==> config.mk <==
export PLATFORM = sky130hd
export DESIGN_NAME = stack_ram_core
export DESIGN_NICKNAME = d
export VERILOG_FILES = /design/src/hdl/stack_ram_core.v /design/src/hdl/nibble_ram.v
export VERILOG_INCLUDE_DIRS = /design/src /design/src/pkg
export SDC_FILE = /design/constraint.sdc
export NUM_CORES = 1
export LEC_CHECK = 0
export BUFFER_PORTS_ARGS = -buffer_cell sky130_fd_sc_hd__clkbuf_2
export CORE_MARGIN = 2
export CORE_UTILIZATION = 40
export DETAILED_ROUTE_END_ITERATION = 8
export SLEW_MARGIN = 20
export SYNTH_ARGS = -nofsm -noshare
export SYNTH_HDL_FRONTEND = slang
export SYNTH_SLANG_ARGS = --single-unit
==> constraint.sdc <==
create_clock -name ref_clk -period 3.95 [get_ports ref_clk]
set_clock_uncertainty 0.1 [all_clocks]
set_input_delay 0.79 -clock ref_clk [delete_from_list [all_inputs] [get_ports ref_clk]]
set_output_delay 0.79 -clock ref_clk [all_outputs]
set_load 0.05 [all_outputs]
==> src/pkg/stack_ram_map.vh <==
`ifndef STACK_RAM_MAP_VH
`define STACK_RAM_MAP_VH

// ----------------------------------------
// address map of the special ram areas
// ----------------------------------------
`define ADDR_W 7
`define ADDR_STACK_PTR 7'h7f
`define ADDR_TBL_LOW 7'h7c
`define ADDR_TBL_MID 7'h7d
`define ADDR_TBL_HIGH 7'h7e
`define ADDR_TMR1_LOW 7'h74
`define ADDR_TMR2_LOW 7'h78
`define ADDR_TMR1_SPARE 7'h77
`define ADDR_TMR2_SPARE 7'h7b
`define ADDR_STACK_BASE 7'h40
`define ADDR_ZERO_PAGE 7'h00

// ----------------------------------------
// sizes and field layout
// ----------------------------------------
`define RAM_WORDS_LARGE 128
`define RAM_WORDS_SMALL 64
`define STACK_LOCATIONS 15
`define STACK_LAST_LOC 4'he
`define STACK_INIT_HINT 4'hc
`define WORDS_PER_LOC 4
`define TBL_W 12
`define IP_W 11
`define FLAG_W 4
`define FLAG_GENERAL 0
`define FLAG_BRANCH 1
`define FLAG_ZERO 2
`define FLAG_CARRY 3
`define CALL_NIBBLES 2'd2
`define INTR_NIBBLES 2'd3

`endif

==> src/hdl/stack_ram_core.v <==
`timescale 1ns/100ps
// Notes on behaviour
// [RULE_01] call pushes return pointer; interrupt acceptance pushes pointer and flags.
// [RULE_02] subroutine return restores pointer only; interrupt return restores flags too.
// [RULE_03] stack holds up to 15 locations, 0 to 14, in upper memory.
// [RULE_04] each location is four consecutive nibbles holding one context.
// [RULE_05] location pointer decrements after each save, increments before each restore.
// [RULE_06] pointer always names the location used by the next save.
// [RULE_07] pointer lives in topmost memory word, readable and writable as ram.
// [RULE_08] locations 13 and 14 overlap the two timer count registers.
// [RULE_09] software never writes 15 into the location pointer.
// [RULE_10] pointer not reset by hardware; software initialises it, usually to 12.
// [RULE_11] no overflow guard; excess saves overwrite user data.
// [RULE_12] 12-bit table counter addresses program memory for both lookup halves.
// [RULE_13] table counter sits in three nibbles, low at 7c, high at 7e.
// [RULE_14] timer count registers are ram nibbles, set and read by ram access.
// [RULE_15] software starts stack at 13 or 14 only with timers unused.
// [RULE_16] words 77 and 7b stay free data when both timers run.
// [RULE_17] bottom 16 words reachable through zero-page addressing.
// [RULE_18] memory contents undefined at power-on, never cleared by hardware.
// [RULE_19] timer one count at 74-76, timer two count at 78-7a.
// [RULE_20] saved flags are carry, zero, branch condition and general flags.
// [RULE_21] saved return address is the full 11-bit instruction pointer.
`include "stack_ram_map.vh"

module stack_ram_core #(
  parameter RAM_WORDS = `RAM_WORDS_LARGE
) (
  input wire ref_clk,
  input wire rst_n,
  input wire ram_req,
  input wire ram_wr,
  input wire ram_zero_page,
  input wire [6:0] ram_addr,
  input wire [3:0] ram_wdata,
  output reg [3:0] ram_rdata_q,
  output reg ram_ack_q,
  input wire call_req,
  input wire intr_req,
  input wire subroutine_return,
  input wire interrupt_return,
  input wire [10:0] instruction_pointer,
  input wire carry_flag_bit,
  input wire zero_flag_bit,
  input wire branch_condition_flag,
  input wire general_purpose_flag,
  output reg stack_busy_q,
  output reg stack_done_q,
  output reg [10:0] restored_pointer_q,
  output reg [3:0] restored_flags_q,
  output reg flags_valid_q,
  input wire table_lookup_low,
  input wire table_lookup_high,
  output reg [11:0] table_address_q,
  output reg table_valid_q,
  input wire timer_one_load,
  input wire [11:0] timer_one_value,
  input wire timer_two_load,
  input wire [11:0] timer_two_value,
  output reg [11:0] timer_one_count_q,
  output reg [11:0] timer_two_count_q
);
  // ----------------------------------------
  // reset release
  // ----------------------------------------
  reg rst_meta_q;
  reg rst_sync_q;

  always @(posedge ref_clk or negedge rst_n) begin
    if (!rst_n) begin
      rst_meta_q <= 1'b0;
      rst_sync_q <= 1'b0;
    end else begin
      rst_meta_q <= 1'b1;
      rst_sync_q <= rst_meta_q;
    end
  end

  // ----------------------------------------
  // memory and fixed views of it
  // ----------------------------------------
  localparam [31:0] AMASK_FULL = RAM_WORDS - 1;
  localparam [6:0] AMASK = AMASK_FULL[6:0];
  localparam [1:0] S_IDLE = 2'd0;
  localparam [1:0] S_SAVE = 2'd1;
  localparam [1:0] S_PTR = 2'd2;

  wire [4*RAM_WORDS-1:0] contents;
  reg mem_we;
  reg [6:0] mem_waddr;
  reg [3:0] mem_wdata;
  reg tri_we;
  reg [6:0] tri_base;
  reg [11:0] tri_data;

  wire [6:0] ptr_addr = `ADDR_STACK_PTR & AMASK; // [RULE_07]
  wire [6:0] tbl_addr = `ADDR_TBL_LOW & AMASK; // [RULE_13]
  wire [6:0] tmr1_addr = `ADDR_TMR1_LOW & AMASK; // [RULE_19]
  wire [6:0] tmr2_addr = `ADDR_TMR2_LOW & AMASK; // [RULE_19]
  wire [6:0] mid_addr = `ADDR_TBL_MID & AMASK;
  wire [6:0] high_addr = `ADDR_TBL_HIGH & AMASK;

  wire [3:0] stack_location_pointer = contents[{ptr_addr, 2'b00} +: 4];
  wire [11:0] table_address_counter = {contents[{high_addr, 2'b00} +: 4],
    contents[{mid_addr, 2'b00} +: 4], contents[{tbl_addr, 2'b00} +: 4]}; // [RULE_12]
  wire [11:0] tmr1_word = {contents[{tmr1_addr + 7'd2, 2'b00} +: 4],
    contents[{tmr1_addr + 7'd1, 2'b00} +: 4], contents[{tmr1_addr, 2'b00} +: 4]}; // [RULE_14]
  wire [11:0] tmr2_word = {contents[{tmr2_addr + 7'd2, 2'b00} +: 4],
    contents[{tmr2_addr + 7'd1, 2'b00} +: 4], contents[{tmr2_addr, 2'b00} +: 4]}; // [RULE_14]

  nibble_ram #(
    .WORDS(RAM_WORDS),
    .AW(`ADDR_W)
  ) u_ram (
    .clk(ref_clk),
    .we(mem_we),
    .waddr(mem_waddr),
    .wdata(mem_wdata),
    .tri_we(tri_we),
    .tri_base(tri_base),
    .tri_data(tri_data),
    .contents(contents)
  );

  // ----------------------------------------
  // stack sequencer state
  // ----------------------------------------
  reg [1:0] state_q;
  reg [1:0] state_d;
  reg [3:0] loc_q; // [RULE_03]
  reg [1:0] nib_q;
  reg [1:0] last_nib_q;
  reg [14:0] ctx_q;
  reg restore_go;
  reg save_go;
  reg [3:0] rest_loc;
  reg [14:0] rest_ctx;
  reg [3:0] save_nib;

  wire [3:0] flags_now = {carry_flag_bit, zero_flag_bit,
    branch_condition_flag, general_purpose_flag}; // [RULE_20]
  wire idle = (state_q == S_IDLE);
  wire any_stack = call_req | intr_req | subroutine_return | interrupt_return;
  wire cpu_take = idle & ~any_stack & ram_req;
  wire [6:0] cpu_addr = ram_zero_page ? {3'b000, ram_addr[3:0]} : ram_addr; // [RULE_17]
  wire [6:0] cpu_addr_m = cpu_addr & AMASK;
  // location n nibble k sits at base + 4n + k, no bound check
  wire [6:0] save_addr = (`ADDR_STACK_BASE | {1'b0, loc_q, nib_q}) & AMASK; // [RULE_04] [RULE_11]

  // ----------------------------------------
  // restore: pre-increment then read location
  // ----------------------------------------
  always @* begin
    rest_loc = stack_location_pointer + 4'h1; // [RULE_05]
    rest_ctx[3:0] = contents[{(`ADDR_STACK_BASE | {1'b0, rest_loc, 2'd0}) & AMASK, 2'b00} +: 4];
    rest_ctx[7:4] = contents[{(`ADDR_STACK_BASE | {1'b0, rest_loc, 2'd1}) & AMASK, 2'b00} +: 4];
    rest_ctx[10:8] = contents[{(`ADDR_STACK_BASE | {1'b0, rest_loc, 2'd2}) & AMASK, 2'b00} +: 3];
    rest_ctx[14:11] = contents[{(`ADDR_STACK_BASE | {1'b0, rest_loc, 2'd3}) & AMASK, 2'b00} +: 4];
  end

  always @* begin
    case (nib_q)
      2'd0: save_nib = ctx_q[3:0];
      2'd1: save_nib = ctx_q[7:4];
      2'd2: save_nib = {1'b0, ctx_q[10:8]};
      default: save_nib = ctx_q[14:11];
    endcase
  end

  // ----------------------------------------
  // single nibble write port arbitration
  // ----------------------------------------
  always @* begin
    mem_we = 1'b0;
    mem_waddr = 7'h00;
    mem_wdata = 4'h0;
    save_go = 1'b0;
    restore_go = 1'b0;
    state_d = state_q;
    case (state_q)
      S_IDLE: begin
        if (call_req | intr_req) begin
          save_go = 1'b1;
          state_d = S_SAVE;
        end else if (subroutine_return | interrupt_return) begin
          restore_go = 1'b1;
          mem_we = 1'b1;
          mem_waddr = ptr_addr;
          mem_wdata = rest_loc; // [RULE_05]
        end else if (cpu_take & ram_wr) begin
          mem_we = 1'b1;
          mem_waddr = cpu_addr_m;
          mem_wdata = ram_wdata;
        end
      end
      S_SAVE: begin
        mem_we = 1'b1;
        mem_waddr = save_addr;
        mem_wdata = save_nib;
        if (nib_q == last_nib_q) begin
          state_d = S_PTR;
        end
      end
      S_PTR: begin
        mem_we = 1'b1;
        mem_waddr = ptr_addr;
        mem_wdata = loc_q - 4'h1; // [RULE_05] [RULE_06]
        state_d = S_IDLE;
      end
      default: begin
        state_d = S_IDLE;
      end
    endcase
  end

  // ----------------------------------------
  // table counter increment and timer loads
  // ----------------------------------------
  reg tmr1_pend_q;
  reg tmr2_pend_q;
  reg [11:0] tmr1_val_q;
  reg [11:0] tmr2_val_q;
  wire tbl_inc = table_lookup_high & ~mem_we;
  wire tmr1_go = tmr1_pend_q & ~tbl_inc;
  wire tmr2_go = tmr2_pend_q & ~tbl_inc & ~tmr1_go;

  always @* begin
    tri_we = 1'b0;
    tri_base = tbl_addr;
    tri_data = table_address_counter + 12'h001;
    if (tbl_inc) begin
      tri_we = 1'b1;
    end else if (tmr1_go) begin
      tri_we = 1'b1;
      tri_base = tmr1_addr; // [RULE_08]
      tri_data = tmr1_val_q;
    end else if (tmr2_go) begin
      tri_we = 1'b1;
      tri_base = tmr2_addr; // [RULE_08]
      tri_data = tmr2_val_q;
    end
  end

  always @(posedge ref_clk or negedge rst_sync_q) begin
    if (!rst_sync_q) begin
      tmr1_pend_q <= 1'b0;
      tmr2_pend_q <= 1'b0;
      tmr1_val_q <= 12'h000;
      tmr2_val_q <= 12'h000;
    end else begin
      if (timer_one_load) begin
        tmr1_pend_q <= 1'b1;
        tmr1_val_q <= timer_one_value;
      end else if (tmr1_go) begin
        tmr1_pend_q <= 1'b0;
      end
      if (timer_two_load) begin
        tmr2_pend_q <= 1'b1;
        tmr2_val_q <= timer_two_value;
      end else if (tmr2_go) begin
        tmr2_pend_q <= 1'b0;
      end
    end
  end

  // ----------------------------------------
  // sequencer and output registers
  // ----------------------------------------
  always @(posedge ref_clk or negedge rst_sync_q) begin
    if (!rst_sync_q) begin
      state_q <= S_IDLE;
      loc_q <= 4'h0;
      nib_q <= 2'd0;
      last_nib_q <= 2'd0;
      ctx_q <= 15'h0000;
      stack_busy_q <= 1'b0;
      stack_done_q <= 1'b0;
      restored_pointer_q <= 11'h000;
      restored_flags_q <= 4'h0;
      flags_valid_q <= 1'b0;
      ram_rdata_q <= 4'h0;
      ram_ack_q <= 1'b0;
      table_address_q <= 12'h000;
      table_valid_q <= 1'b0;
      timer_one_count_q <= 12'h000;
      timer_two_count_q <= 12'h000;
    end else begin
      state_q <= state_d;
      stack_done_q <= 1'b0;
      flags_valid_q <= 1'b0;
      ram_ack_q <= 1'b0;
      table_valid_q <= 1'b0;
      timer_one_count_q <= tmr1_word;
      timer_two_count_q <= tmr2_word;
      if (save_go) begin
        loc_q <= stack_location_pointer; // [RULE_06]
        nib_q <= 2'd0;
        ctx_q <= {flags_now, instruction_pointer}; // [RULE_21]
        last_nib_q <= intr_req ? `INTR_NIBBLES : `CALL_NIBBLES; // [RULE_01]
        stack_busy_q <= 1'b1;
      end else if (state_q == S_SAVE) begin
        nib_q <= nib_q + 2'd1;
      end else if (state_q == S_PTR) begin
        stack_busy_q <= 1'b0;
        stack_done_q <= 1'b1;
      end
      if (restore_go) begin
        restored_pointer_q <= rest_ctx[10:0]; // [RULE_02]
        stack_done_q <= 1'b1;
        if (interrupt_return) begin
          restored_flags_q <= rest_ctx[14:11]; // [RULE_02] [RULE_20]
          flags_valid_q <= 1'b1;
        end
      end
      if (cpu_take) begin
        ram_ack_q <= 1'b1;
        ram_rdata_q <= contents[{cpu_addr_m, 2'b00} +: 4]; // [RULE_07] [RULE_16]
      end
      if (table_lookup_low | table_lookup_high) begin
        table_address_q <= table_address_counter; // [RULE_12]
        table_valid_q <= 1'b1;
      end
    end
  end
endmodule

==> src/hdl/nibble_ram.v <==
`timescale 1ns/100ps
// ----------------------------------------
// nibble wide data memory, not cleared
// ----------------------------------------
module nibble_ram #(
  parameter WORDS = 128,
  parameter AW = 7
) (
  input wire clk,
  input wire we,
  input wire [AW-1:0] waddr,
  input wire [3:0] wdata,
  input wire tri_we,
  input wire [AW-1:0] tri_base,
  input wire [11:0] tri_data,
  output wire [4*WORDS-1:0] contents
);
  localparam [31:0] WMASK_FULL = WORDS - 1;
  reg [3:0] mem [0:WORDS-1];
  wire [AW-1:0] one_step;
  wire [AW-1:0] tri_a1;
  wire [AW-1:0] tri_a2;
  wire [AW-1:0] wmask;
  genvar gi;

  assign one_step = {{(AW-1){1'b0}}, 1'b1};
  assign wmask = WMASK_FULL[AW-1:0];
  assign tri_a1 = (tri_base + one_step) & wmask;
  assign tri_a2 = (tri_base + one_step + one_step) & wmask;

  generate
    for (gi = 0; gi < WORDS; gi = gi + 1) begin : g_flat
      assign contents[4*gi +: 4] = mem[gi];
    end
  endgenerate

  // no reset: contents are unknown after power-on
  always @(posedge clk) begin // [RULE_18]
    if (tri_we) begin
      mem[tri_base & wmask] <= tri_data[3:0];
      mem[tri_a1] <= tri_data[7:4];
      mem[tri_a2] <= tri_data[11:8];
    end
    if (we) begin
      mem[waddr & wmask] <= wdata;
    end
  end
endmodule

# Word-level counts from Yosys, hierarchy flattened
# Memories as Yosys holds them, arrays and structs flattened.
# Index checks and enable logic that the tools add are counted.
# W data, S select, Z words.
dict set report totals {
  register_bits 113
  latch_bits 0
  mem_bits_rw 512
  mem_bits_ro 0
  input_bits 63
  output_inout_bits 60
  word_cells 121
  n_memories 1
}
# name words word_bits read_ports rd_ports_with_merged_regs wr line_no
set mem_list {}
lappend mem_list {u_ram.mem 128 4 128 0 4 nibble_ram.v:19} ;# reg [3:0] mem [0:WORDS-1];
dict set report classes {
  n_addsub 6
  multipliers 0
  div_mod_pow 0
  magnitude_cmp 0
  eq_ne 8
  n_shift 5
  mux 53
  bitwise_logic 16
  reduce_logical 10
}
# operator count
set ops {}
lappend ops {{$shiftx A512 B10 Y4} 4}
lappend ops {{$shiftx A512 B10 Y3} 1}
lappend ops {{$mux W12} 3}
lappend ops {{$mux W1} 31}
lappend ops {{$mux W7} 4}
lappend ops {{$pmux W4 S3} 2}
lappend ops {{$pmux W7 S3} 1}
lappend ops {{$mux W4} 5}
lappend ops {{$add A12 B1 Y12 const B} 1}
lappend ops {{$mux W2} 4}
lappend ops {{$reduce_bool A2 Y1} 4}
lappend ops {{$add A7 B1 Y7 const B} 1}
lappend ops {{$and A1 B1 Y1} 7}
lappend ops {{$add A5 B2 Y6 const B} 1}
lappend ops {{$reduce_and A2 Y1} 3}
lappend ops {{$or A1 B1 Y1} 5}
lappend ops {{$add A4 B1 Y4 const B} 1}
lappend ops {{$eq A2 B1 Y1 const B} 2}
lappend ops {{$eq A2 B2 Y1 const B} 2}
lappend ops {{$logic_not A2 Y1} 2}
lappend ops {{$ne A2 B2 Y1 const B} 2}
lappend ops {{$not A1 Y1} 4}
lappend ops {{$pmux W2 S2} 1}
lappend ops {{$sub A4 B1 Y4 const B} 1}
lappend ops {{other kinds (6)} 6}

# Logic depth before layout (Yosys ltp)
# Gate-level depths: netlist (run 1).
dict set report depth {
  ltp_word 22
  ltp_mapped 12
  mapped_depth_nobuf 10
}

# Cells and area by module
# A second synthesis (run 1) with hierarchy kept.
dict set report unflattened {
  cells_unflattened 4901
  area_unflattened_um2 48696.7
}
# module instances cells_each area_each_um2 seq_area_each_um2
set by_module_without_submodules {}
lappend by_module_without_submodules {nibble_ram 1 3935 37342.1 15374.7}
lappend by_module_without_submodules {stack_ram_core 1 966 11354.6 2827.7}

# Least setup slack after synthesis (run 1)
# No wires, ideal clock.
dict set report synth_path {
  path_kind {register to register}
  startpoint {mem u_ram.mem[127][1]}
  endpoint {mem u_ram.mem[0][1] (data pin)}
  setup_ns 0.449
  arrival_ns 3.335
  required_time_ns 3.401
  slack_ns 0.065
  stages_incl_launch_ff 11
  n_path_buf 4
  synth_period_minus_slack_ns 3.885
  path_cell_list {edfxtp_1 > ha_1 > buf_2 > buf_2 > clkbuf_1 > nand2_1 > o21ai_0 > a221o_1 > nand2_1 > clkbuf_1 > inv_1}
}
# element line_no
set synth_lines {}
lappend synth_lines {{start: declaration} nibble_ram.v:19}

==> flow_metrics.py, run 1 <==
metrics = {
    "power": {
        "p_switching_mw": 8.04,
        "vdd_drop_max_mv": 0.511,
        "power_per_cell_area_nw_per_um2": 697,
        "power.share.clock_pct": 28.2,
        "seq_power_share_pct": 42.9,
        "p_int_mw": 14.6,
        "p_sw_share_pct": 35.5,
        "power.static_leakage_nw": 11.5,
        "power.combinational.fraction_pct": 28.9,
    },
    "die": {
        "dieHeight_microns": 269,
        "floorplan.die_area_sq_um": 72500,
        "initial_core_util_pct": 40.3,
        "core_area_sq_um": 69900,
        "chipWidth_microns": 269,
        "number_of_placement_rows": 97,
        "io_pins": 123,
    },
    "outcome": {
        "run_status": "completed",
    },
    "routing": {
        "drcViolationCount": 0,
        "avgViaCountPerCell": 5.91,
        "drt-initial-drc-count": 1934,
        "detailroute.via_count": 16900,
        "drt_wl_total_microns": 80300,
        "post_drt_wl_per_cell_microns": 28.0,
        "drtPass1Iterations": 7,
        "ant_nets": 0,
    },
    "grt": {
        "gr-usage-all-layers_pct": 22.0,
        "grt_remaining_overflow": 0,
        "vias_in_the_first_global_route": 17200,
        "grt_antenna_before_repair": 3,
        "maximum_number_of_pins_on_one_net_before_global_route_repair": 89,
        "grt_first_pass_wirelength_microns": 118000,
    },
    "worst_setup_path": {
        "setup.worst_path.end_class": "register",
        "category_of_the_critical_setup_timing_path": "register to register",
        "start_kind": "register",
        "reg2reg_slack_ns": 0.41,
        "worst-endpoint-arrival_ns": 3.68,
        "cp_data_required_time_ns": 4.08,
        "crit_path_max_fanout": 8,
        "crit_path_start": "state_q[0]",
        "timing.rr.start": "state_q[0]",
    },
    "cells_and_area": {
        "flow.area_growth_from_synthesis_pct": 15.4,
        "nets": 1943,
        "drive_above_1_share_pct": 30.5,
        "leading_cell_types_in_the_layout_fill_and_taps_excluded": "sky130_fd_sc_hd__edfxtp_1 (512), sky130_fd_sc_hd__mux4_2 (167), sky130_fd_sc_hd__nor2_1 (151)",
        "layout_commonest_cell": "sky130_fd_sc_hd__edfxtp_1",
    },
    "synth": {
        "synth_enable_flop_cells": 512,
        "synth_cells": 1703,
        "netlist-cell-type-count": 83,
        "synthDominantAreaCellType": "sky130_fd_sc_hd__edfxtp_1",
        "total_number_of_yosys_warnings": 0,
        "yosys-top-cells-area": "sky130_fd_sc_hd__edfxtp_1 (55%), sky130_fd_sc_hd__mux4_2 (13%), sky130_fd_sc_hd__dfrtp_1 (10%), sky130_fd_sc_hd__mux2i_1 (5.1%), sky130_fd_sc_hd__mux2_2 (2.4%)",
        "synth_area_sq_um": 28200,
        "synth_seq_area_share_pct": 64.7,
        "post_synth.cell_area_avg_sq_um": 16.5,
        "mappedNetlistNets": 1778,
        "synth-seq-cells": 625,
        "yosys.area.top_type_share_pct": 54.6,
        "asyncSetResetFlopFracSynth_pct": 18.1,
        "synth-main-ff-cell": "sky130_fd_sc_hd__edfxtp_1",
    },
    "timing": {
        "finalSetupViolations": 0,
        "grt_setup_unrepaired": "no",
        "worst_pin_slew_ns": 1.11,
        "fmaxAchievable_ghz": 0.282,
        "layout_worst_path_cycle_share_pct": 89.7,
        "worst_slew_margin_relative_to_its_limit_pct": 25.5,
        "totalNegativeSetupSlack_ns": 0,
        "min_period_ns": 3.54,
        "fin_hold_ws_ns": 0.255,
        "slew_violations": 0,
        "finalHoldViolations": 0,
    },
    "job": {
        "drv.max_cap_violation_count": 0,
    },
    "clocking": {
        "cts_root_buffer": "sky130_fd_sc_hd__clkbuf_16",
        "clkSlewWorstSetupHoldPaths_ns": 0.06,
        "cts_hold_repair.buffers": 1,
        "post_cts_setup_buffers": 0,
        "sinks_on_clock_net": 625,
        "tritoncts": "done",
        "cts_buffer_depth": 3,
        "cts-buffers-inserted": 68,
        "worstSkewPairLatency_ns": 0.61,
        "post_cts_resize_count": 0,
        "ctsHtreeMaxLevel": 3,
    },
    "placement": {
        "globalplace.congestion": 0.903,
        "dp.final_hpwl_microns": 55300,
        "count_of_buffers_inserted_at_the_top_level_ports": 122,
    },
    "hold_path": {
        "hp-start": "rst_meta_q",
        "hold_class": "register to register",
    },
}
-- synthesized netlist by cell type (12+ instances only) --
library cell               number
sky130_fd_sc_hd__clkbuf_1      37
sky130_fd_sc_hd__a21oi_1       14
sky130_fd_sc_hd__nand3_1       25
sky130_fd_sc_hd__dfrtp_1      113
sky130_fd_sc_hd__mux4_2       167
sky130_fd_sc_hd__inv_1         18
sky130_fd_sc_hd__nand2_1      113
sky130_fd_sc_hd__o22ai_1       28
sky130_fd_sc_hd__buf_2         35
sky130_fd_sc_hd__ha_1          12
sky130_fd_sc_hd__buf_1         13
sky130_fd_sc_hd__edfxtp_1     512
sky130_fd_sc_hd__mux2i_1      143
sky130_fd_sc_hd__buf_4         14
sky130_fd_sc_hd__mux2_2        59
sky130_fd_sc_hd__o21ai_0       27
sky130_fd_sc_hd__nor3_1        12
sky130_fd_sc_hd__o221ai_1      19
sky130_fd_sc_hd__nor2_1       152
-- sequential cells by signal, summed over array words and instances, names as in the netlist, 2 cells and up --
name and flops:
nib_q 2, ctx_q 15, state_q 2, restored_pointer_q 11
table_address_q 12, restored_flags_q 4, timer_two_count_q 12, u_ram.mem 512
last_nib_q 2, tmr2_val_q 12, loc_q 4, tmr1_val_q 12
timer_one_count_q 12, ram_rdata_q 4
-- routing by layer --
metal | share of wire, % | track usage, %
met4 | 3.2 | 7.34
met5 | 0.014 | 0
met1 | 41 | 29.8
met2 | 48 | 35.3
met3 | 8.3 | 4.90
-- metrics by stage --
| step | utilization [%] | total power, mW | instance area (sq um) | std cells | setup WS, ns |
|---|---|---|---|---|---|
| 2_1_floorplan | - | 13.6 | 28200 | 1703 | 0.0652 |
| 3_3_place_gp | 43.2 | 16.3 | 30200 | 2737 | 0.246 |
| 3_5_place_dp | 43.2 | 16.4 | 30200 | 2737 | 0.285 |
| 4_1_cts | 46.4 | 22.8 | 32500 | 2861 | 0.452 |
| 5_1_grt | 46.5 | 23.5 | 32500 | 2861 | 0.301 |
| 6_report | 46.5 | 22.6 | 32500 | 2863 | 0.408 |
-- cells by family (layout without fill, tap and decap cells) --
logic type	after synthesis	after routing	synth area share, %
xor gates and xnor gates	17	17	0.529
buffers and inverters	123	341	2.08
DFF	625	625	64.7
muxes	369	369	20.8
adders and majority gates	12	12	0.533
and+or+nand+nor	380	380	6.48
AOI/OAI and AO/OA	176	176	4.90
other	1	3	0.0133
-- power by group through the flow --
stage,Clock (mW),Sequential (mW),Combinational [mW]
6_report,6.39,9.70,6.55
5_1_grt,6.76,9.77,6.97
4_1_cts,6.50,9.70,6.57
3_5_place_dp,0,9.83,6.54
3_3_place_gp,0,9.82,6.47
2_1_floorplan,0,10.5,3.05
-- cell type report --
| type | instances | area [sq um] |
|---|---|---|
| Fill cell | 6014 | 37400 |
| Sequential cell | 625 | 18200 |
| Multi-Input combinational cell | 955 | 9390 |
| Clock buffer | 86 | 1890 |
| Timing Repair Buffer | 197 | 1380 |
| Tap cell | 940 | 1180 |
| Clock inverter | 37 | 354 |
| Inverter | 21 | 81.3 |
| Antenna cell | 2 | 5.00 |
-- critical path, stage by stage (launching register included) --
cell and delay (ns):
sky130_fd_sc_hd__dfrtp_1 0.41, sky130_fd_sc_hd__inv_1 0.14, sky130_fd_sc_hd__ha_1 0.23, sky130_fd_sc_hd__or3b_4 0.42, sky130_fd_sc_hd__o21a_4 0.27, sky130_fd_sc_hd__inv_4 0.10
sky130_fd_sc_hd__a221o_2 0.16, sky130_fd_sc_hd__nor2b_1 0.44, sky130_fd_sc_hd__nand2_1 0.42, sky130_fd_sc_hd__nor2_1 0.49
-- path summary, 6_finish.rpt --
kind | cells past startpoint | end
max | 9 | u_ram.mem[94][2]
min | 0 | rst_sync_q
max reg2reg | 9 | u_ram.mem[94][2]
min reg2reg | 0 | rst_sync_q
max in group asynchronous | 1 | flags_valid_q
min in group asynchronous | 0 | timer_two_count_q[4]
Power figures use the tool's default switching activity.
==> run 2: changes to the inputs <==
--- a/config.mk
+++ b/config.mk
@@ -7,9 +7,14 @@
 export NUM_CORES = 1
 export LEC_CHECK = 0
 export BUFFER_PORTS_ARGS = -buffer_cell sky130_fd_sc_hd__clkbuf_2
+export CAP_MARGIN = 40
+export CELL_PAD_IN_SITES_DETAIL_PLACEMENT = 2
+export CELL_PAD_IN_SITES_GLOBAL_PLACEMENT = 2
 export CORE_MARGIN = 2
 export CORE_UTILIZATION = 40
 export DETAILED_ROUTE_END_ITERATION = 8
+export GPL_TIMING_DRIVEN = 0
+export PLACE_DENSITY_LB_ADDON = 0.1
 export SLEW_MARGIN = 20
 export SYNTH_ARGS = -nofsm -noshare
 export SYNTH_HDL_FRONTEND = slang
==> run 2 against run 1 <==
Core utilization rose by 0.25 points; highest routed layer is now met4; count of clock-buffer cells in the layout increased by 19; non-clock buffer count is 42 higher; die area unchanged; combinational power is 8.4% higher; via count grew 6.6%; largest cell class unchanged; cell count rose by 1.7%; critical path depth grew 1.
==> flow_metrics.py, run 2 (synthesis results as in run 1) <==
metrics = {
    "outcome": {
        "run_status": "completed",
    },
    "die": {
        "io_pins": 123,
        "core_area_sq_um": 69900,
        "initial_core_util_pct": 40.3,
        "chipWidth_microns": 269,
        "number_of_placement_rows": 97,
        "floorplan.die_area_sq_um": 72500,
        "dieHeight_microns": 269,
    },
    "timing": {
        "finalSetupViolations": 0,
        "fin_hold_ws_ns": 0.202,
        "worst_slew_margin_relative_to_its_limit_pct": 38.2,
        "fmaxAchievable_ghz": 0.255,
        "min_period_ns": 3.92,
        "grt_setup_unrepaired": "yes",
        "layout_worst_path_cycle_share_pct": 99.2,
        "final_setup_margin_ns": 0.0306,
        "slew_violations": 0,
        "finalHoldViolations": 0,
        "worst_pin_slew_ns": 0.926,
    },
    "cells_and_area": {
        "nets": 1989,
        "layout.filler_cells": 6531,
        "seqCellArea_sq_um": 18200,
        "flow.area_growth_from_synthesis_pct": 16.0,
        "drive_above_1_share_pct": 31.6,
        "post-route-util_pct": 46.7,
        "multi_input_comb_area_sq_um": 9510,
        "layout_commonest_cell": "sky130_fd_sc_hd__edfxtp_1",
        "instances_no_fill": 2911,
        "largestRegisters": "u_ram.mem (512), ctx_q (15)",
        "leading_cell_types_in_the_layout_fill_and_taps_excluded": "sky130_fd_sc_hd__edfxtp_1 (512), sky130_fd_sc_hd__mux4_2 (167), sky130_fd_sc_hd__mux2i_1 (143)",
        "number_of_flip_flops_under_the_largest_register_name": 512,
        "regMostFlops": "u_ram.mem",
    },
    "worst_setup_path": {
        "reg2reg_to": "u_ram.mem[87][0]",
        "worst-endpoint-arrival_ns": 4.12,
        "reg2reg_slack_ns": 0.03,
        "start_kind": "register",
        "category_of_the_critical_setup_timing_path": "register to register",
        "cp_data_required_time_ns": 4.15,
        "number_of_cells_on_the_worst_reg_to_reg_path": 10,
        "setup.worst_path.end_class": "register",
        "timing.rr.start": "u_ram.mem[127][0]",
        "crit_path_max_fanout": 72,
    },
    "placement": {
        "placed_cells_incl_taps": 2777,
        "count_of_buffers_inserted_at_the_top_level_ports": 118,
        "dp.final_hpwl_microns": 76200,
        "dp_worst_setup_slack_ns": -0.763,
        "globalplace.congestion": 0.893,
    },
    "clocking": {
        "clkSlewWorstSetupHoldPaths_ns": 0.06,
        "ctsHtreeMaxLevel": 3,
        "worstSkewPairLatency_ns": 0.63,
        "cts-buffers-inserted": 72,
        "sinks_on_clock_net": 625,
        "cts_root_buffer": "sky130_fd_sc_hd__clkbuf_16",
        "tritoncts": "done",
        "cts_buffer_depth": 3,
    },
    "grt": {
        "grt_first_pass_wirelength_microns": 149000,
        "grt_antenna_before_repair": 2,
        "grt_remaining_overflow": 0,
        "gr-usage-all-layers_pct": 28.9,
        "maximum_number_of_pins_on_one_net_before_global_route_repair": 78,
        "vias_in_the_first_global_route": 18900,
    },
    "power": {
        "seq_power_share_pct": 41.8,
        "total_power_mw": 23.3,
        "power.combinational.fraction_pct": 30.5,
        "p_int_mw": 14.5,
        "p_switching_mw": 8.78,
        "power.share.clock_pct": 27.7,
        "power_per_cell_area_nw_per_um2": 713,
        "vdd_drop_max_mv": 0.419,
        "power.static_leakage_nw": 11.5,
        "p_sw_share_pct": 37.7,
    },
    "routing": {
        "ant_nets": 0,
        "post_drt_wl_per_cell_microns": 36.1,
        "drcViolationCount": 0,
        "drt_wl_total_microns": 105000,
        "drt-initial-drc-count": 1989,
        "detailroute.via_count": 18000,
        "avgViaCountPerCell": 6.19,
        "drtPass1Iterations": 5,
    },
    "job": {
        "drv.max_cap_violation_count": 0,
    },
    "hold_path": {
        "hold_class": "register to asynchronous set/reset pin",
    },
}
-- run 2: cell count changes in the layout (fill, tap and decap cells not counted), moves of 5 or more --
cell	before	now
sky130_fd_sc_hd__clkbuf_1	9	51
sky130_fd_sc_hd__nor2_2	2	37
sky130_fd_sc_hd__buf_4	60	18
sky130_fd_sc_hd__buf_12	15	3
sky130_fd_sc_hd__buf_16	0	5
sky130_fd_sc_hd__buf_6	0	6
sky130_fd_sc_hd__nor2_1	151	115
sky130_fd_sc_hd__buf_2	0	35
sky130_fd_sc_hd__buf_1	0	11
-- run 2: through the flow --
stage / TNS [ns] / instance area (sq um)
floorplan: 0 / 28200
global placement: -1531.98 / 29900
detailed placement: -328.06 / 30200
CTS: 0 / 32500
global route: -2.97 / 32700
finish: 0 / 32700
-- run 2: layout make-up --
cell class | count | area share, %
sequential | 625 | 55.8
multi-input combinational | 955 | 29.1
clock buffer | 105 | 6.30
tap | 940 | 3.60
timing repair buffer | 139 | 2.81
buffer | 100 | 1.60
clock inverter | 25 | 0.494
inverter | 21 | 0.295
antenna | 1 | 0.00766
-- run 2: worst max-delay path by stage --
stage / from / to / cells past startpoint / slack [ns]
6_report: u_ram.mem[127][0] / u_ram.mem[87][0] / 10 / 0.03
5_1_grt: state_q[1] / u_ram.mem[37][0] / 11 / -0.10
4_1_cts: u_ram.mem[127][1] / u_ram.mem[91][2] / 10 / 0.0002
3_5_place_dp: interrupt_return / u_ram.mem[110][3] / 7 / -0.76
3_3_place_gp: u_ram.mem[127][1] / u_ram.mem[40][1] / 10 / -3.02
2_1_floorplan: u_ram.mem[127][1] / u_ram.mem[0][1] / 10 / 0.07
-- run 2: critical path, cell delays in order (launching register included) --
cell,delay (ns)
sky130_fd_sc_hd__edfxtp_1,0.48
sky130_fd_sc_hd__clkbuf_4,0.34
sky130_fd_sc_hd__buf_4,0.29
sky130_fd_sc_hd__buf_2,0.36
sky130_fd_sc_hd__inv_1,0.24
sky130_fd_sc_hd__a222oi_1,0.32
sky130_fd_sc_hd__nand2_1,0.14
sky130_fd_sc_hd__nand2_2,0.28
sky130_fd_sc_hd__clkbuf_2,0.40
sky130_fd_sc_hd__inv_4,0.28
sky130_fd_sc_hd__buf_16,0.31
-- run 2: power groups by stage --
stage / clock network (mW) / logic, mW / registers, mW
after floorplan: 0 / 3.05 / 10.5
after global placement: 0 / 6.36 / 10.0
after detailed placement: 0 / 6.85 / 9.85
after CTS: 6.53 / 6.94 / 9.73
after global routing: 6.76 / 7.43 / 9.79
final: 6.44 / 7.10 / 9.73
-- run 2: layer usage --
| metal | global-route usage, % | share of wire (%) | vias up |
|---|---|---|---|
| met5 | 0 | 0 | - |
| met4 | 6.90 | 2.4 | 0 |
| met3 | 5.06 | 7.4 | 144 |
| met2 | 46.3 | 47 | 811 |
| met1 | 41.3 | 43 | 9858 |
| li1 | - | - | 7215 |
-- run 2: what timing repair did --
item                       4_1_cts  5_1_grt
setup buffers                    0        1
hold endpoints to repair         2        0
gates resized for setup         22       39
pin swaps                        0        1
hold buffers                     1        0
setup endpoints to repair      660      466
==> run 3: changes to the inputs <==
--- a/config.mk
+++ b/config.mk
@@ -10,8 +10,8 @@
 export CAP_MARGIN = 40
 export CELL_PAD_IN_SITES_DETAIL_PLACEMENT = 2
 export CELL_PAD_IN_SITES_GLOBAL_PLACEMENT = 2
-export CORE_MARGIN = 2
 export CORE_UTILIZATION = 40
+export CTS_BUF_LIST = sky130_fd_sc_hd__clkbuf_8
 export DETAILED_ROUTE_END_ITERATION = 8
 export GPL_TIMING_DRIVEN = 0
 export PLACE_DENSITY_LB_ADDON = 0.1
==> run 3 against run 2 <==
First-iteration DRC count fell by 14%; worst hold slack worse by 0.11 ns; cell area is essentially flat; cell count increased by 1.9%; maximum frequency is 0.71% higher; clock power down 5.6%; routed wire length is 0.87% lower; register-to-register slack better by 0.03 ns; critical path type unchanged.
==> flow_metrics.py, run 3 (synthesis results as in run 1) <==
metrics = {
    "power": {
        "power_per_cell_area_nw_per_um2": 698,
        "vdd_drop_max_mv": 0.470,
        "power.static_leakage_nw": 11.7,
    },
    "grt": {
        "grt_antenna_before_repair": 3,
        "vias_in_the_first_global_route": 19500,
        "grt_remaining_overflow": 0,
        "grt_first_pass_wirelength_microns": 148000,
        "gr-usage-all-layers_pct": 29.8,
        "maximum_number_of_pins_on_one_net_before_global_route_repair": 65,
    },
    "cells_and_area": {
        "leading_cell_types_in_the_layout_fill_and_taps_excluded": "sky130_fd_sc_hd__edfxtp_1 (512), sky130_fd_sc_hd__mux4_2 (167), sky130_fd_sc_hd__mux2i_1 (143)",
        "design_area_sq_um": 32600,
        "largestRegisters": "u_ram.mem (512), ctx_q (15)",
        "post-route-util_pct": 47.3,
        "flow.area_growth_from_synthesis_pct": 16.0,
        "nets": 2023,
        "drive_above_1_share_pct": 33.4,
        "regMostFlops": "u_ram.mem",
        "number_of_flip_flops_under_the_largest_register_name": 512,
        "layout_commonest_cell": "sky130_fd_sc_hd__edfxtp_1",
    },
    "worst_setup_path": {
        "number_of_cells_on_the_worst_reg_to_reg_path": 11,
        "cp_slowest_cell": "sky130_fd_sc_hd__nor3b_4",
        "timing.critical_path.cells": "inv_1 -> ha_1 -> nor3b_4 -> and3_2 -> buf_6 -> o31ai_4 -> and2b_1 -> nand2_2 -> buf_8 -> buf_2 -> nor2_2",
        "worst-endpoint-arrival_ns": 4.20,
        "category_of_the_critical_setup_timing_path": "register to register",
        "reg2reg_to": "u_ram.mem[37][3]",
        "reg2reg_slack_ns": 0.06,
        "start_kind": "register",
        "setup.worst_path.end_class": "register",
        "cp_data_required_time_ns": 4.25,
        "crit_path_max_fanout": 10,
        "timing.rr.start": "state_q[0]",
        "critical_path.max_stage_delay_ns": 0.46,
    },
    "die": {
        "initial_core_util_pct": 40.8,
        "dieHeight_microns": 267,
        "chipWidth_microns": 267,
        "number_of_placement_rows": 96,
        "core_area_sq_um": 69100,
        "io_pins": 123,
        "floorplan.die_area_sq_um": 71400,
    },
    "placement": {
        "dp.final_hpwl_microns": 76300,
        "globalplace.congestion": 0.905,
        "dpl-instance-area_sq_um": 30200,
        "count_of_buffers_inserted_at_the_top_level_ports": 118,
        "dp_worst_setup_slack_ns": -0.854,
    },
    "routing": {
        "drt-initial-drc-count": 1701,
        "drtPass1Iterations": 5,
        "avgViaCountPerCell": 6.16,
        "post_drt_wl_per_cell_microns": 35.1,
        "drt_wl_total_microns": 104000,
        "detailroute.via_count": 18300,
        "drcViolationCount": 0,
        "ant_nets": 0,
    },
    "clocking": {
        "clkSlewWorstSetupHoldPaths_ns": 0.07,
        "cts-buffers-inserted": 108,
        "worstSkewPairLatency_ns": 0.76,
        "tritoncts": "done",
        "cts_root_buffer": "sky130_fd_sc_hd__clkbuf_8",
        "sinks_on_clock_net": 625,
        "cts_buffer_depth": 3,
        "ctsHtreeMaxLevel": 3,
    },
    "timing": {
        "worst_slew_margin_relative_to_its_limit_pct": 42.5,
        "fin_hold_ws_ns": 0.0938,
        "finalHoldViolations": 0,
        "grt_setup_unrepaired": "yes",
        "fmaxAchievable_ghz": 0.257,
        "finalSetupViolations": 0,
        "layout_worst_path_cycle_share_pct": 98.5,
        "final_setup_margin_ns": 0.0581,
        "min_period_ns": 3.89,
        "slew_violations": 0,
        "worst_pin_slew_ns": 0.863,
    },
    "outcome": {
        "run_status": "completed",
    },
    "job": {
        "drv.max_cap_violation_count": 0,
    },
    "hold_path": {
        "hold_class": "register to asynchronous set/reset pin",
    },
}
## run 3: repair_timing
item / in CTS / in global routing
endpoints found under the setup margin: 654 / 333
buffers inserted: 1 / 0
cloned: 0 / 0
endpoints found under the hold margin: 2 / 0
hold buffers: 1 / 0
gates resized for setup: 36 / 37
pin swaps: 1 / 0
## run 3: worst max-delay path by stage
stage               slack, ns  cells past startpoint              start                 to
floorplan                0.07                     10  u_ram.mem[127][1]    u_ram.mem[0][1]
global placement        -2.82                     10  u_ram.mem[127][1]   u_ram.mem[38][1]
detailed placement      -0.85                      7  subroutine_return  u_ram.mem[103][3]
CTS                     0.003                     10         state_q[0]  u_ram.mem[116][2]
global route            -0.03                     11         state_q[1]   u_ram.mem[93][1]
finish                   0.06                     11         state_q[0]   u_ram.mem[37][3]
## run 3: cell type report
cell class | count | area (sq um)
plain buffers | 100 | 512
clock buffers | 125 | 1720
multi-input cells | 955 | 9570
clock inverters | 68 | 460
diodes | 5 | 12.5
flip-flops and latches | 625 | 18200
well taps | 931 | 1160
fillers | 6468 | 36400
inverters | 21 | 104
repair buffers | 137 | 900
## run 3: critical path: cells and delay by family, from the launching register on
family | cells | cell delay (ns)
flip-flops | 1 | 0.41
AND/OR/NAND/NOR | 5 | 1.76
buffers and inverters | 4 | 0.87
adder cells (fa/ha/maj) | 1 | 0.25
AO/OA/AOI/OAI | 1 | 0.14
## run 3: where the power goes
group | leakage (nW) | switching, mW | internal, mW | total (mW)
Sequential | 6.03 | 0.667 | 9.07 | 9.74
Combinational | 4.39 | 5.23 | 1.74 | 6.97
Clock | 1.25 | 2.81 | 3.27 | 6.08
Total | 11.7 | 8.72 | 14.1 | 22.8
## run 3: layer usage
layer / global-route usage (%) / vias to the layer above / part of all wire [%]
li1: - / 7302 / -
met1: 40.2 / 9995 / 41
met2: 48.9 / 802 / 48
met3: 4.10 / 186 / 6.6
met4: 11.8 / 0 / 3.7
met5: 0 / - / 0
## run 3: stage by stage
step | total power, mW | std cells | TNS [ns]
5_1_grt | 23.5 | 2966 | -0.425
4_1_cts | 22.8 | 2962 | 0
2_1_floorplan | 13.6 | 1703 | 0
3_3_place_gp | 16.4 | 2752 | -1402.68
6_report | 22.8 | 2967 | 0
3_5_place_dp | 16.7 | 2767 | -277.29
